--- config.mk ---
export PLATFORM = sky130hd
export DESIGN_NAME = rsq_reset_seq
export DESIGN_NICKNAME = d
export VERILOG_FILES = /design/src/hdl/rsq_pkg.sv /design/src/hdl/rsq_sync.sv /design/src/hdl/rsq_reset_seq.sv
export VERILOG_INCLUDE_DIRS = /design/src /design/src/hdl
export SDC_FILE = /design/constraint.sdc
export NUM_CORES = 1
export LEC_CHECK = 0
export BUFFER_PORTS_ARGS = -buffer_cell sky130_fd_sc_hd__buf_2
export CORE_MARGIN = 2
export CORE_UTILIZATION = 58
export CTS_BUF_LIST = sky130_fd_sc_hd__clkbuf_2 sky130_fd_sc_hd__clkbuf_4 sky130_fd_sc_hd__clkbuf_8
export CTS_CLUSTER_DIAMETER = 80
export DETAILED_ROUTE_END_ITERATION = 6
export HOLD_SLACK_MARGIN = 0.12
export PLACE_DENSITY_LB_ADDON = 0.15
export SLEW_MARGIN = 30
export SYNTH_ARGS = -nofsm -noshare
export SYNTH_HDL_FRONTEND = slang
export SYNTH_SLANG_ARGS = --single-unit
--- constraint.sdc ---
create_clock -name pclk -period 4.4 [get_ports pclk]
set_clock_uncertainty 0.2 [all_clocks]
set_input_delay 0.88 -clock pclk [delete_from_list [all_inputs] [get_ports pclk]]
set_output_delay 0.88 -clock pclk [all_outputs]
set_load 0.05 [all_outputs]
--- src/hdl/rsq_cfg.svh ---
// constants of the reset output and soft reset sequencer
// assumes a 200 MHz pclk and an APB master in the same clock domain
//
// Notes on behaviour
// - reset event drives reset_out_n low only after the reset filter time
// - reset output stays low while the event lasts, then for the delay
// - delay defaults to extended; reduced delay when reset_delay_select is set
// - power-up starts low, released after extended delay once supply is good
// - watchdog failure is a reset event like undervoltage
// - undervoltage threshold select is programmable, lowest setting after reset
// - accepted soft reset returns to init mode and restores register defaults
// - soft reset pin option 0 asserts reset output with extended delay
// - soft reset pin option 1 resets internally without touching the pin
// - soft reset only accepted in normal or stop mode, otherwise ignored
// - watchdog expiry asserts reset and enters restart or fail-safe mode
`ifndef RSQ_CFG_SVH
`define RSQ_CFG_SVH

// -----------------------------------------------------------------
// register offsets
// -----------------------------------------------------------------
`define RSQ_OFF_MODE 12'h000
`define RSQ_OFF_CFG 12'h004
`define RSQ_OFF_STAT 12'h008

// -----------------------------------------------------------------
// field positions and values
// -----------------------------------------------------------------
`define RSQ_MODE_INIT 2'h0
`define RSQ_MODE_NORMAL 2'h1
`define RSQ_MODE_STOP 2'h2
`define RSQ_MODE_SOFT_RESET 2'h3
`define RSQ_CFG_DEL_BIT 0
`define RSQ_CFG_SRPIN_BIT 1
`define RSQ_CFG_FAILSAFE_BIT 2
`define RSQ_CFG_THR_LSB 4
`define RSQ_STAT_WDC_BIT 5
`define RSQ_THR_RESET 2'h0
`define RSQ_CFG_RESET 32'h0000_0000

// -----------------------------------------------------------------
// timing, in nanoseconds and cycles of pclk
// -----------------------------------------------------------------
`define RSQ_CLK_PERIOD_NS 5
`define RSQ_FILTER_NS 10000
`define RSQ_EXT_DELAY_NS 10000000
`define RSQ_RED_DELAY_NS 2000000
`define RSQ_FILTER_CYC ((`RSQ_FILTER_NS + `RSQ_CLK_PERIOD_NS - 1) / `RSQ_CLK_PERIOD_NS)
`define RSQ_EXT_DELAY_CYC ((`RSQ_EXT_DELAY_NS + `RSQ_CLK_PERIOD_NS - 1) / `RSQ_CLK_PERIOD_NS)
`define RSQ_RED_DELAY_CYC ((`RSQ_RED_DELAY_NS + `RSQ_CLK_PERIOD_NS - 1) / `RSQ_CLK_PERIOD_NS)

`endif

--- src/hdl/rsq_pkg.sv ---
// types of the reset output and soft reset sequencer
// assumes nothing beyond the constants header
package rsq_pkg;

  // reset output sequencer states
  typedef enum logic [3:0] {
    RSQ_ST_POWERUP = 4'h1,
    RSQ_ST_RUN = 4'h2,
    RSQ_ST_FILTER = 4'h4,
    RSQ_ST_HOLD = 4'h8
  } rsq_state_t;

  // operating modes of the device
  typedef enum logic [2:0] {
    RSQ_OP_INIT = 3'h0,
    RSQ_OP_NORMAL = 3'h1,
    RSQ_OP_STOP = 3'h2,
    RSQ_OP_RESTART = 3'h3,
    RSQ_OP_FAILSAFE = 3'h4
  } rsq_opmode_t;

endpackage

--- src/hdl/rsq_sync.sv ---
// three-stage input synchroniser with agreement of the last two stages
// assumes an asynchronous input and a single clock domain
module rsq_sync (
  input wire logic pclk,
  input wire logic presetn,
  input wire logic async_in,
  input wire logic reset_value,
  output logic sync_out
);
  logic s1_reg;
  logic s2_reg;
  logic s3_reg;
  logic out_reg;
  logic out_next;

  // stage two and three must agree before the output follows
  assign out_next = (s2_reg == s3_reg) ? s3_reg : out_reg;
  // the chain holds the input relative to its reset level, so a cleared chain reads reset_value
  assign sync_out = out_reg ^ reset_value;

  // ---------------------------------------------------------------
  // flip-flop chain
  // ---------------------------------------------------------------
  always_ff @(posedge pclk or negedge presetn) begin
    if (!presetn) begin
      s1_reg <= 1'b0;
      s2_reg <= 1'b0;
      s3_reg <= 1'b0;
      out_reg <= 1'b0;
    end else begin
      s1_reg <= async_in ^ reset_value;
      s2_reg <= s1_reg;
      s3_reg <= s2_reg;
      out_reg <= out_next;
    end
  end
endmodule

--- src/hdl/rsq_reset_seq.sv ---
// reset output sequencer with apb registers and soft reset handling
// assumes an apb master on pclk; supply and watchdog flags arrive asynchronously
//
// Design decisions made here: the APB interface to the registers and the register offsets.
`include "rsq_cfg.svh"

module rsq_reset_seq
  import rsq_pkg::*;
#(
  parameter int unsigned FILTER_CYC = `RSQ_FILTER_CYC,
  parameter int unsigned EXT_DELAY_CYC = `RSQ_EXT_DELAY_CYC,
  parameter int unsigned RED_DELAY_CYC = `RSQ_RED_DELAY_CYC,
  parameter int unsigned CNT_W = 22
) (
  input wire logic pclk,
  input wire logic presetn,
  input wire logic psel,
  input wire logic penable,
  input wire logic pwrite,
  input wire logic [11:0] paddr,
  input wire logic [31:0] pwdata,
  output logic [31:0] prdata,
  output logic pready,
  output logic pslverr,
  input wire logic supply_undervoltage,
  input wire logic watchdog_fail,
  output logic reset_out_n,
  output logic [1:0] threshold_select,
  output logic [2:0] op_mode,
  output logic soft_reset_pulse
);

  // ---------------------------------------------------------------
  // declarations
  // ---------------------------------------------------------------
  rsq_state_t state_reg;
  rsq_state_t state_next;
  rsq_opmode_t mode_reg;
  rsq_opmode_t mode_next;
  logic [CNT_W-1:0] cnt_reg;
  logic [CNT_W-1:0] cnt_next;
  logic del_sel_reg;
  logic srpin_reg;
  logic failsafe_reg;
  logic [1:0] thr_reg;
  logic rst_n_reg;
  logic soft_reg;
  logic wd_cause_reg;
  logic [31:0] prdata_reg;
  logic pslverr_reg;
  logic pready_reg;
  logic uv_sync;
  logic wd_sync;
  logic event_now;
  logic wr_fire;
  logic rd_fire;
  logic hit_mode;
  logic hit_cfg;
  logic hit_stat;
  logic soft_req;
  logic soft_ok;
  logic [CNT_W-1:0] delay_cyc;
  logic delay_done;
  logic filter_done;
  logic [31:0] rd_mux;

  // ---------------------------------------------------------------
  // input synchronisers
  // ---------------------------------------------------------------
  rsq_sync u_uv_sync (
    .pclk(pclk),
    .presetn(presetn),
    .async_in(supply_undervoltage),
    .reset_value(1'b1),
    .sync_out(uv_sync)
  );

  rsq_sync u_wd_sync (
    .pclk(pclk),
    .presetn(presetn),
    .async_in(watchdog_fail),
    .reset_value(1'b0),
    .sync_out(wd_sync)
  );

  // ---------------------------------------------------------------
  // bus decode
  // ---------------------------------------------------------------
  assign wr_fire = psel & penable & pwrite;
  assign rd_fire = psel & penable & ~pwrite;
  assign hit_mode = (paddr == `RSQ_OFF_MODE);
  assign hit_cfg = (paddr == `RSQ_OFF_CFG);
  assign hit_stat = (paddr == `RSQ_OFF_STAT);
  assign soft_req = wr_fire & hit_mode & (pwdata[1:0] == `RSQ_MODE_SOFT_RESET);
  assign soft_ok = soft_req & ((mode_reg == RSQ_OP_NORMAL) | (mode_reg == RSQ_OP_STOP));
  assign rd_mux = hit_mode ? {29'h0, mode_reg} :
                  hit_cfg ? {26'h0, thr_reg, 1'b0, failsafe_reg, srpin_reg, del_sel_reg} :
                  hit_stat ? {26'h0, wd_cause_reg, wd_sync, uv_sync, ~rst_n_reg, 2'h0} | {28'h0, state_reg} :
                  32'h0000_0000;

  // ---------------------------------------------------------------
  // sequencer decode
  // ---------------------------------------------------------------
  // undervoltage or watchdog failure both count as reset events
  assign event_now = uv_sync | wd_sync;
  assign delay_cyc = del_sel_reg ? CNT_W'(RED_DELAY_CYC) : CNT_W'(EXT_DELAY_CYC);
  assign filter_done = (cnt_reg >= CNT_W'(FILTER_CYC - 1));
  assign delay_done = (cnt_reg >= delay_cyc - CNT_W'(1));

  // next state of the reset output sequencer
  always_comb begin
    state_next = state_reg;
    cnt_next = cnt_reg + CNT_W'(1);
    case (state_reg)
      RSQ_ST_POWERUP: begin
        // held low, extended delay once supply is good
        if (uv_sync) begin
          cnt_next = '0;
        end else if (cnt_reg >= CNT_W'(EXT_DELAY_CYC - 1)) begin
          state_next = RSQ_ST_RUN;
          cnt_next = '0;
        end
      end
      RSQ_ST_RUN: begin
        cnt_next = '0;
        if (soft_ok & ~srpin_reg) begin
          state_next = RSQ_ST_POWERUP;
        end else if (event_now) begin
          state_next = RSQ_ST_FILTER;
        end
      end
      RSQ_ST_FILTER: begin
        if (!event_now) begin
          state_next = RSQ_ST_RUN;
          cnt_next = '0;
        end else if (filter_done) begin
          state_next = RSQ_ST_HOLD;
          cnt_next = '0;
        end
      end
      RSQ_ST_HOLD: begin
        if (event_now) begin
          cnt_next = '0;
        end else if (delay_done) begin
          state_next = RSQ_ST_RUN;
          cnt_next = '0;
        end
      end
      default: begin
        state_next = RSQ_ST_POWERUP;
        cnt_next = '0;
      end
    endcase
    // a soft reset with the pin option clear restarts the power-up delay from any state
    if (soft_ok & ~srpin_reg) begin
      state_next = RSQ_ST_POWERUP;
      cnt_next = '0;
    end
  end

  // operating mode follows soft reset, watchdog failure and writes
  always_comb begin
    mode_next = mode_reg;
    if (soft_ok) begin
      mode_next = RSQ_OP_INIT;
    end else if (state_reg == RSQ_ST_FILTER && filter_done && wd_sync) begin
      mode_next = failsafe_reg ? RSQ_OP_FAILSAFE : RSQ_OP_RESTART;
    end else if (state_next == RSQ_ST_RUN && state_reg != RSQ_ST_RUN && mode_reg == RSQ_OP_RESTART) begin
      mode_next = RSQ_OP_NORMAL;
    end else if (wr_fire && hit_mode && pwdata[1:0] != `RSQ_MODE_SOFT_RESET
                 && mode_reg != RSQ_OP_FAILSAFE) begin
      mode_next = (pwdata[1:0] == `RSQ_MODE_STOP) ? RSQ_OP_STOP :
                  (pwdata[1:0] == `RSQ_MODE_NORMAL) ? RSQ_OP_NORMAL : RSQ_OP_INIT;
    end
  end

  // ---------------------------------------------------------------
  // sequencer state
  // ---------------------------------------------------------------
  always_ff @(posedge pclk or negedge presetn) begin
    if (!presetn) begin
      state_reg <= RSQ_ST_POWERUP;
      cnt_reg <= '0;
      rst_n_reg <= 1'b0;
      mode_reg <= RSQ_OP_INIT;
      soft_reg <= 1'b0;
    end else begin
      state_reg <= state_next;
      cnt_reg <= cnt_next;
      rst_n_reg <= (state_next == RSQ_ST_RUN) | (state_next == RSQ_ST_FILTER);
      mode_reg <= mode_next;
      soft_reg <= soft_ok;
    end
  end

  // ---------------------------------------------------------------
  // configuration registers
  // ---------------------------------------------------------------
  always_ff @(posedge pclk or negedge presetn) begin
    if (!presetn) begin
      del_sel_reg <= 1'b0;
      srpin_reg <= 1'b0;
      failsafe_reg <= 1'b0;
      thr_reg <= `RSQ_THR_RESET;
      wd_cause_reg <= 1'b0;
    end else if (soft_ok) begin
      del_sel_reg <= 1'b0;
      srpin_reg <= 1'b0;
      failsafe_reg <= 1'b0;
      thr_reg <= `RSQ_THR_RESET;
      wd_cause_reg <= 1'b0;
    end else begin
      if (wr_fire && hit_cfg) begin
        del_sel_reg <= pwdata[`RSQ_CFG_DEL_BIT];
        srpin_reg <= pwdata[`RSQ_CFG_SRPIN_BIT];
        failsafe_reg <= pwdata[`RSQ_CFG_FAILSAFE_BIT];
        thr_reg <= pwdata[`RSQ_CFG_THR_LSB +: 2];
      end
      // sticky watchdog cause; set wins over a write-one clear
      if (state_reg == RSQ_ST_FILTER && filter_done && wd_sync) begin
        wd_cause_reg <= 1'b1;
      end else if (wr_fire && hit_stat && pwdata[`RSQ_STAT_WDC_BIT]) begin
        wd_cause_reg <= 1'b0;
      end
    end
  end

  // ---------------------------------------------------------------
  // apb answer, zero wait states
  // ---------------------------------------------------------------
  always_ff @(posedge pclk or negedge presetn) begin
    if (!presetn) begin
      prdata_reg <= 32'h0000_0000;
      pslverr_reg <= 1'b0;
      pready_reg <= 1'b0;
    end else begin
      prdata_reg <= (psel & ~penable & ~pwrite) ? rd_mux : prdata_reg;
      pslverr_reg <= psel & ~penable & ~(hit_mode | hit_cfg | hit_stat); // high in the access cycle only
      pready_reg <= 1'b1; // every access completes in its first cycle
    end
  end

  assign prdata = prdata_reg;
  assign pready = pready_reg;
  assign pslverr = pslverr_reg;
  assign reset_out_n = rst_n_reg;
  assign threshold_select = thr_reg;
  assign op_mode = mode_reg;
  assign soft_reset_pulse = soft_reg;

  // ---------------------------------------------------------------
  // checks
  // ---------------------------------------------------------------
  chk_filter_low: assert property (@(posedge pclk) disable iff (!presetn)
    $rose(state_reg == RSQ_ST_FILTER) |-> reset_out_n [*2])
    else $error("reset output fell before filter time");
  chk_hold_low: assert property (@(posedge pclk) disable iff (!presetn)
    (state_reg == RSQ_ST_HOLD && event_now) |=> !reset_out_n)
    else $error("reset output released while event present");
  chk_thr_default: assert property (@(posedge pclk) disable iff (!presetn)
    soft_ok |=> threshold_select == `RSQ_THR_RESET)
    else $error("threshold not restored");
  chk_soft_init: assert property (@(posedge pclk) disable iff (!presetn)
    soft_ok |=> op_mode == RSQ_OP_INIT && soft_reset_pulse)
    else $error("soft reset did not enter init");
  chk_soft_pin: assert property (@(posedge pclk) disable iff (!presetn)
    (soft_ok && !srpin_reg) |=> !reset_out_n ##1 !reset_out_n)
    else $error("soft reset did not assert pin");
  chk_soft_nopin: assert property (@(posedge pclk) disable iff (!presetn)
    (soft_ok && srpin_reg && reset_out_n && !event_now) |=> reset_out_n)
    else $error("soft reset touched pin");
  chk_soft_ignored: assert property (@(posedge pclk) disable iff (!presetn)
    (soft_req && mode_reg != RSQ_OP_NORMAL && mode_reg != RSQ_OP_STOP) |=> !soft_reset_pulse)
    else $error("soft reset accepted in wrong mode");
  chk_wd_mode: assert property (@(posedge pclk) disable iff (!presetn)
    (state_reg == RSQ_ST_FILTER && filter_done && wd_sync && !soft_ok)
    |=> !reset_out_n && (op_mode == RSQ_OP_RESTART || op_mode == RSQ_OP_FAILSAFE))
    else $error("watchdog failure not handled");
  chk_delay_sel: assert property (@(posedge pclk) disable iff (!presetn)
    ($fell(state_reg == RSQ_ST_HOLD) && !$past(event_now) && !$past(soft_ok))
    |-> $past(cnt_reg) >= ($past(del_sel_reg) ? CNT_W'(RED_DELAY_CYC - 1) : CNT_W'(EXT_DELAY_CYC - 1)))
    else $error("release before delay");
  // the pin stays low for the whole power-up wait
  chk_powerup_low: assert property (@(posedge pclk) disable iff (!presetn)
    (state_reg == RSQ_ST_POWERUP) |-> !reset_out_n)
    else $error("reset output high during power-up");
  // a returning event restarts the delay count
  chk_cnt_restart: assert property (@(posedge pclk) disable iff (!presetn)
    (state_reg == RSQ_ST_HOLD && event_now) |=> (cnt_reg == '0))
    else $error("delay counter not restarted");
  // watchdog failure alone starts the filter like undervoltage
  chk_wd_event: assert property (@(posedge pclk) disable iff (!presetn)
    (state_reg == RSQ_ST_RUN && wd_sync && !soft_ok) |=> (state_reg == RSQ_ST_FILTER))
    else $error("watchdog failure not taken as event");
  // the watchdog cause is recorded even against a clear
  chk_cause_sticky: assert property (@(posedge pclk) disable iff (!presetn)
    (state_reg == RSQ_ST_FILTER && filter_done && wd_sync && !soft_ok) |=> wd_cause_reg)
    else $error("watchdog cause not recorded");
  // an access to no register answers with an error
  chk_unmapped_err: assert property (@(posedge pclk) disable iff (!presetn)
    (psel && !penable && !hit_mode && !hit_cfg && !hit_stat) |=> pslverr)
    else $error("unmapped access without error");
  // the soft reset pulse lasts one cycle
  chk_pulse_single: assert property (@(posedge pclk) disable iff (!presetn)
    soft_reset_pulse |=> !soft_reset_pulse)
    else $error("soft reset pulse too long");
endmodule

==> results.yml <==
grt:
  grt_first_pass_wirelength_mm: 10.26
  grt_overflow_total: 0
  grt_pass1_vias: 2155
  use_met1_pct: 30.89
  grtUsageMet3_pct: 3.793
  grt.total_usage_pct: 21.04
  antenna_found_initial: 0
  grt_use_met2_pct: 32.07
  grt_max_degree: 54
  top_usage_layer: "met2"
synthesis:
  yosysWarnings: 0
  synth.distinct_cells: 57
  synthCells: 320
  synth.cell_area_um2: 3189
  synth_enable_flop_cells: 0
  synth-seq-cells: 53
  async_flop_share_pct: 100.0
  seq_area_frac_synth_pct: 41.62
  dominantRegCellSynth: "dfrtp_1"
  avgSynthCellArea_um2: 9.967
hold_path:
  hold_class: "register to register"
clock_network:
  cts.hold.buffers_added: 0
  cts_made_buffers: 5
  root_buffer: "clkbuf_8"
  clock-sinks: 53
  cts.reportedPaths.clkPinSlew_ps: 100
  insertion_delay_ps: 310
  clock_tree.buffer_depth: 2
  htree_levels: 2
  cts_tree: "built"
  cts_resized: 0
  post-cts-setup-buffers: 0
cells_and_area:
  drive_gt1_share_pct: 22.54
  largest_reg_flops: 22
  nFillCells: 444
  n_antenna_cell: 0
  syn_to_final_growth_pct: 6.865
  postLayoutCoreUtil_pct: 65.48
  final_nets: 413
sta:
  finalSetupTns_ps: 0
  clock.fmax_mhz: 317.4
  setup_violations: 0
  hold_viol: 0
  finalMaxSlewViolations: 0
  setup_slack_ps: 1249
  tightest_slew_ps: 875.5
  layout_min_cycle_time_ps: 3151
  finalCritPeriodShare_pct: 71.61
  slew_headroom_pct: 41.46
  rsz0062_at_grt: "no"
placement:
  dp_hpwl_mm: 4.386
  numPortBuffers: 38
  gp_congestion: 0.8449
  place_worst_setup_slack_ps: 916.2
routing:
  drt_iter0_drc: 113
  vias: 2316
  drc: 0
  drtAntennaViolNets: 0
  routed_wl_mm: 6.025
  drt_first_pass_iters: 4
  viasPerCell: 5.449
  routedWlPerCell_um: 14.18
run:
  maxCapViolations: 0
worst_setup_path:
  worst-path-max-fanout: 13
  cp.required_ps: 4390
  r2r_end: "cnt_reg[16]"
  start_kind: "input port"
  reg2reg_slack_ps: 1370
  arrival_ps: 3140
  rr_startpoint: "state_reg[0]"
  crit_start: "paddr[1]"
  critical_path.endpoint: "cnt_reg[16]"
  critical_path_class: "input port to register"
  reg2reg_depth: 7
  end_kind: "register"
floorplanning:
  die_w_um: 78.16
  initial_core_util_pct: 61.27
  std_cell_rows: 26
  core_um2: 5205
  die_area_um2: 6108
  ios: 92
  die_h_um: 78.16
outcome:
  outcome: "completed"
pwr:
  powerDensity_nw_per_um2: 263.5
  leakage_uw: 0.001611
  vdd_drop_max_v: 0.0002081
critical path, cell delays in order:
cell and delay [ps]:
buf_2 90, nor4_1 450, nor3b_1 290, and4_1 470, nand2b_1 180, o211ai_2 360, buf_4 340, nor3_2 70
power breakdown:
part / internal (µW) / switching [µW] / total (µW)
clock network: 116 / 167 / 283
logic: 21.6 / 88.3 / 110
registers: 497 / 8.17 / 505
total: 634 / 264 / 898
cells in the final DEF, fill, tap and decap left out, types with 5 or more instances in the layout:
master	count
a21oi_1	12
and4_1	6
buf_2	38
clkbuf_8	5
conb_1	27
dfrtp_1	52
ha_1	8
inv_1	8
nand2_1	25
nand2b_1	5
nand3_1	11
nand4_1	9
nor2_1	18
nor3_1	6
nor3_2	19
o21ai_0	10
xnor2_1	10
xor2_1	12
layout make-up:
type / count / area (µm²) / share of cell area [%]
inverter: 8 / 30.03 / 0.8811
sequential: 53 / 1328 / 38.95
clock inverter: 3 / 25.02 / 0.7342
tap: 70 / 87.58 / 2.570
clock buffer: 5 / 68.82 / 2.019
timing repair buffer: 41 / 212.7 / 6.241
multi-input combinational: 245 / 1657 / 48.61
routing by layer:
layer / up-vias / share of wire [%]
met2: 58 / 45
met3: 4 / 4.6
met1: 1099 / 49
met4: 0 / 0.80
li1: 1155 / -
met5: - / 0
worst min path at each step:
stage	slack [ps]	cells past startpoint	end	start
floorplan	130	0	u_uv_sync.s2_reg	u_uv_sync.s1_reg
global placement	130	0	u_wd_sync.s2_reg	u_wd_sync.s1_reg
detailed placement	140	0	u_uv_sync.s2_reg	u_uv_sync.s1_reg
CTS	160	0	u_uv_sync.s2_reg	u_uv_sync.s1_reg
global route	170	0	u_uv_sync.s2_reg	u_uv_sync.s1_reg
finish	160	0	u_uv_sync.s2_reg	u_uv_sync.s1_reg
kinds of logic after synthesis:
group | synth area share [%]
muxes | 1.255
and+or+nand+nor | 26.76
xor gates and xnor gates | 6.041
buffers and inverters | 9.572
DFF | 41.62
AOI/OAI and AO/OA | 10.75
adders and majority gates | 3.766
other | 0.2355
Yosys cell counts (all sizes together), types with 8 or more instances:
| cell | n | area share [%] |
|---|---|---|
| a21oi | 13 | 2.2 |
| buf | 32 | 7.8 |
| dfrtp | 52 | 41 |
| ha | 8 | 3.1 |
| inv | 8 | 0.94 |
| nand2 | 25 | 2.9 |
| nand3 | 11 | 1.7 |
| nand4 | 9 | 1.8 |
| nor2 | 18 | 2.1 |
| nor3 | 25 | 6.9 |
| o21ai | 10 | 1.6 |
| xnor2 | 10 | 2.7 |
| xor2 | 12 | 3.3 |
per-stage QoR:
stage / area (µm²) / power (µW) / hold WS [ps] / std cells
2_1_floorplan: 3283 / 614.3 / 131.2 / 345
3_3_place_gp: 3314 / 622.4 / 131.3 / 417
3_5_place_dp: 3314 / 624.4 / 137.3 / 417
4_1_cts: 3408 / 909.0 / 161.8 / 425
5_1_grt: 3408 / 941.3 / 168.9 / 425
6_report: 3408 / 898.0 / 158.7 / 425
(Power assumes the default switching activity.)
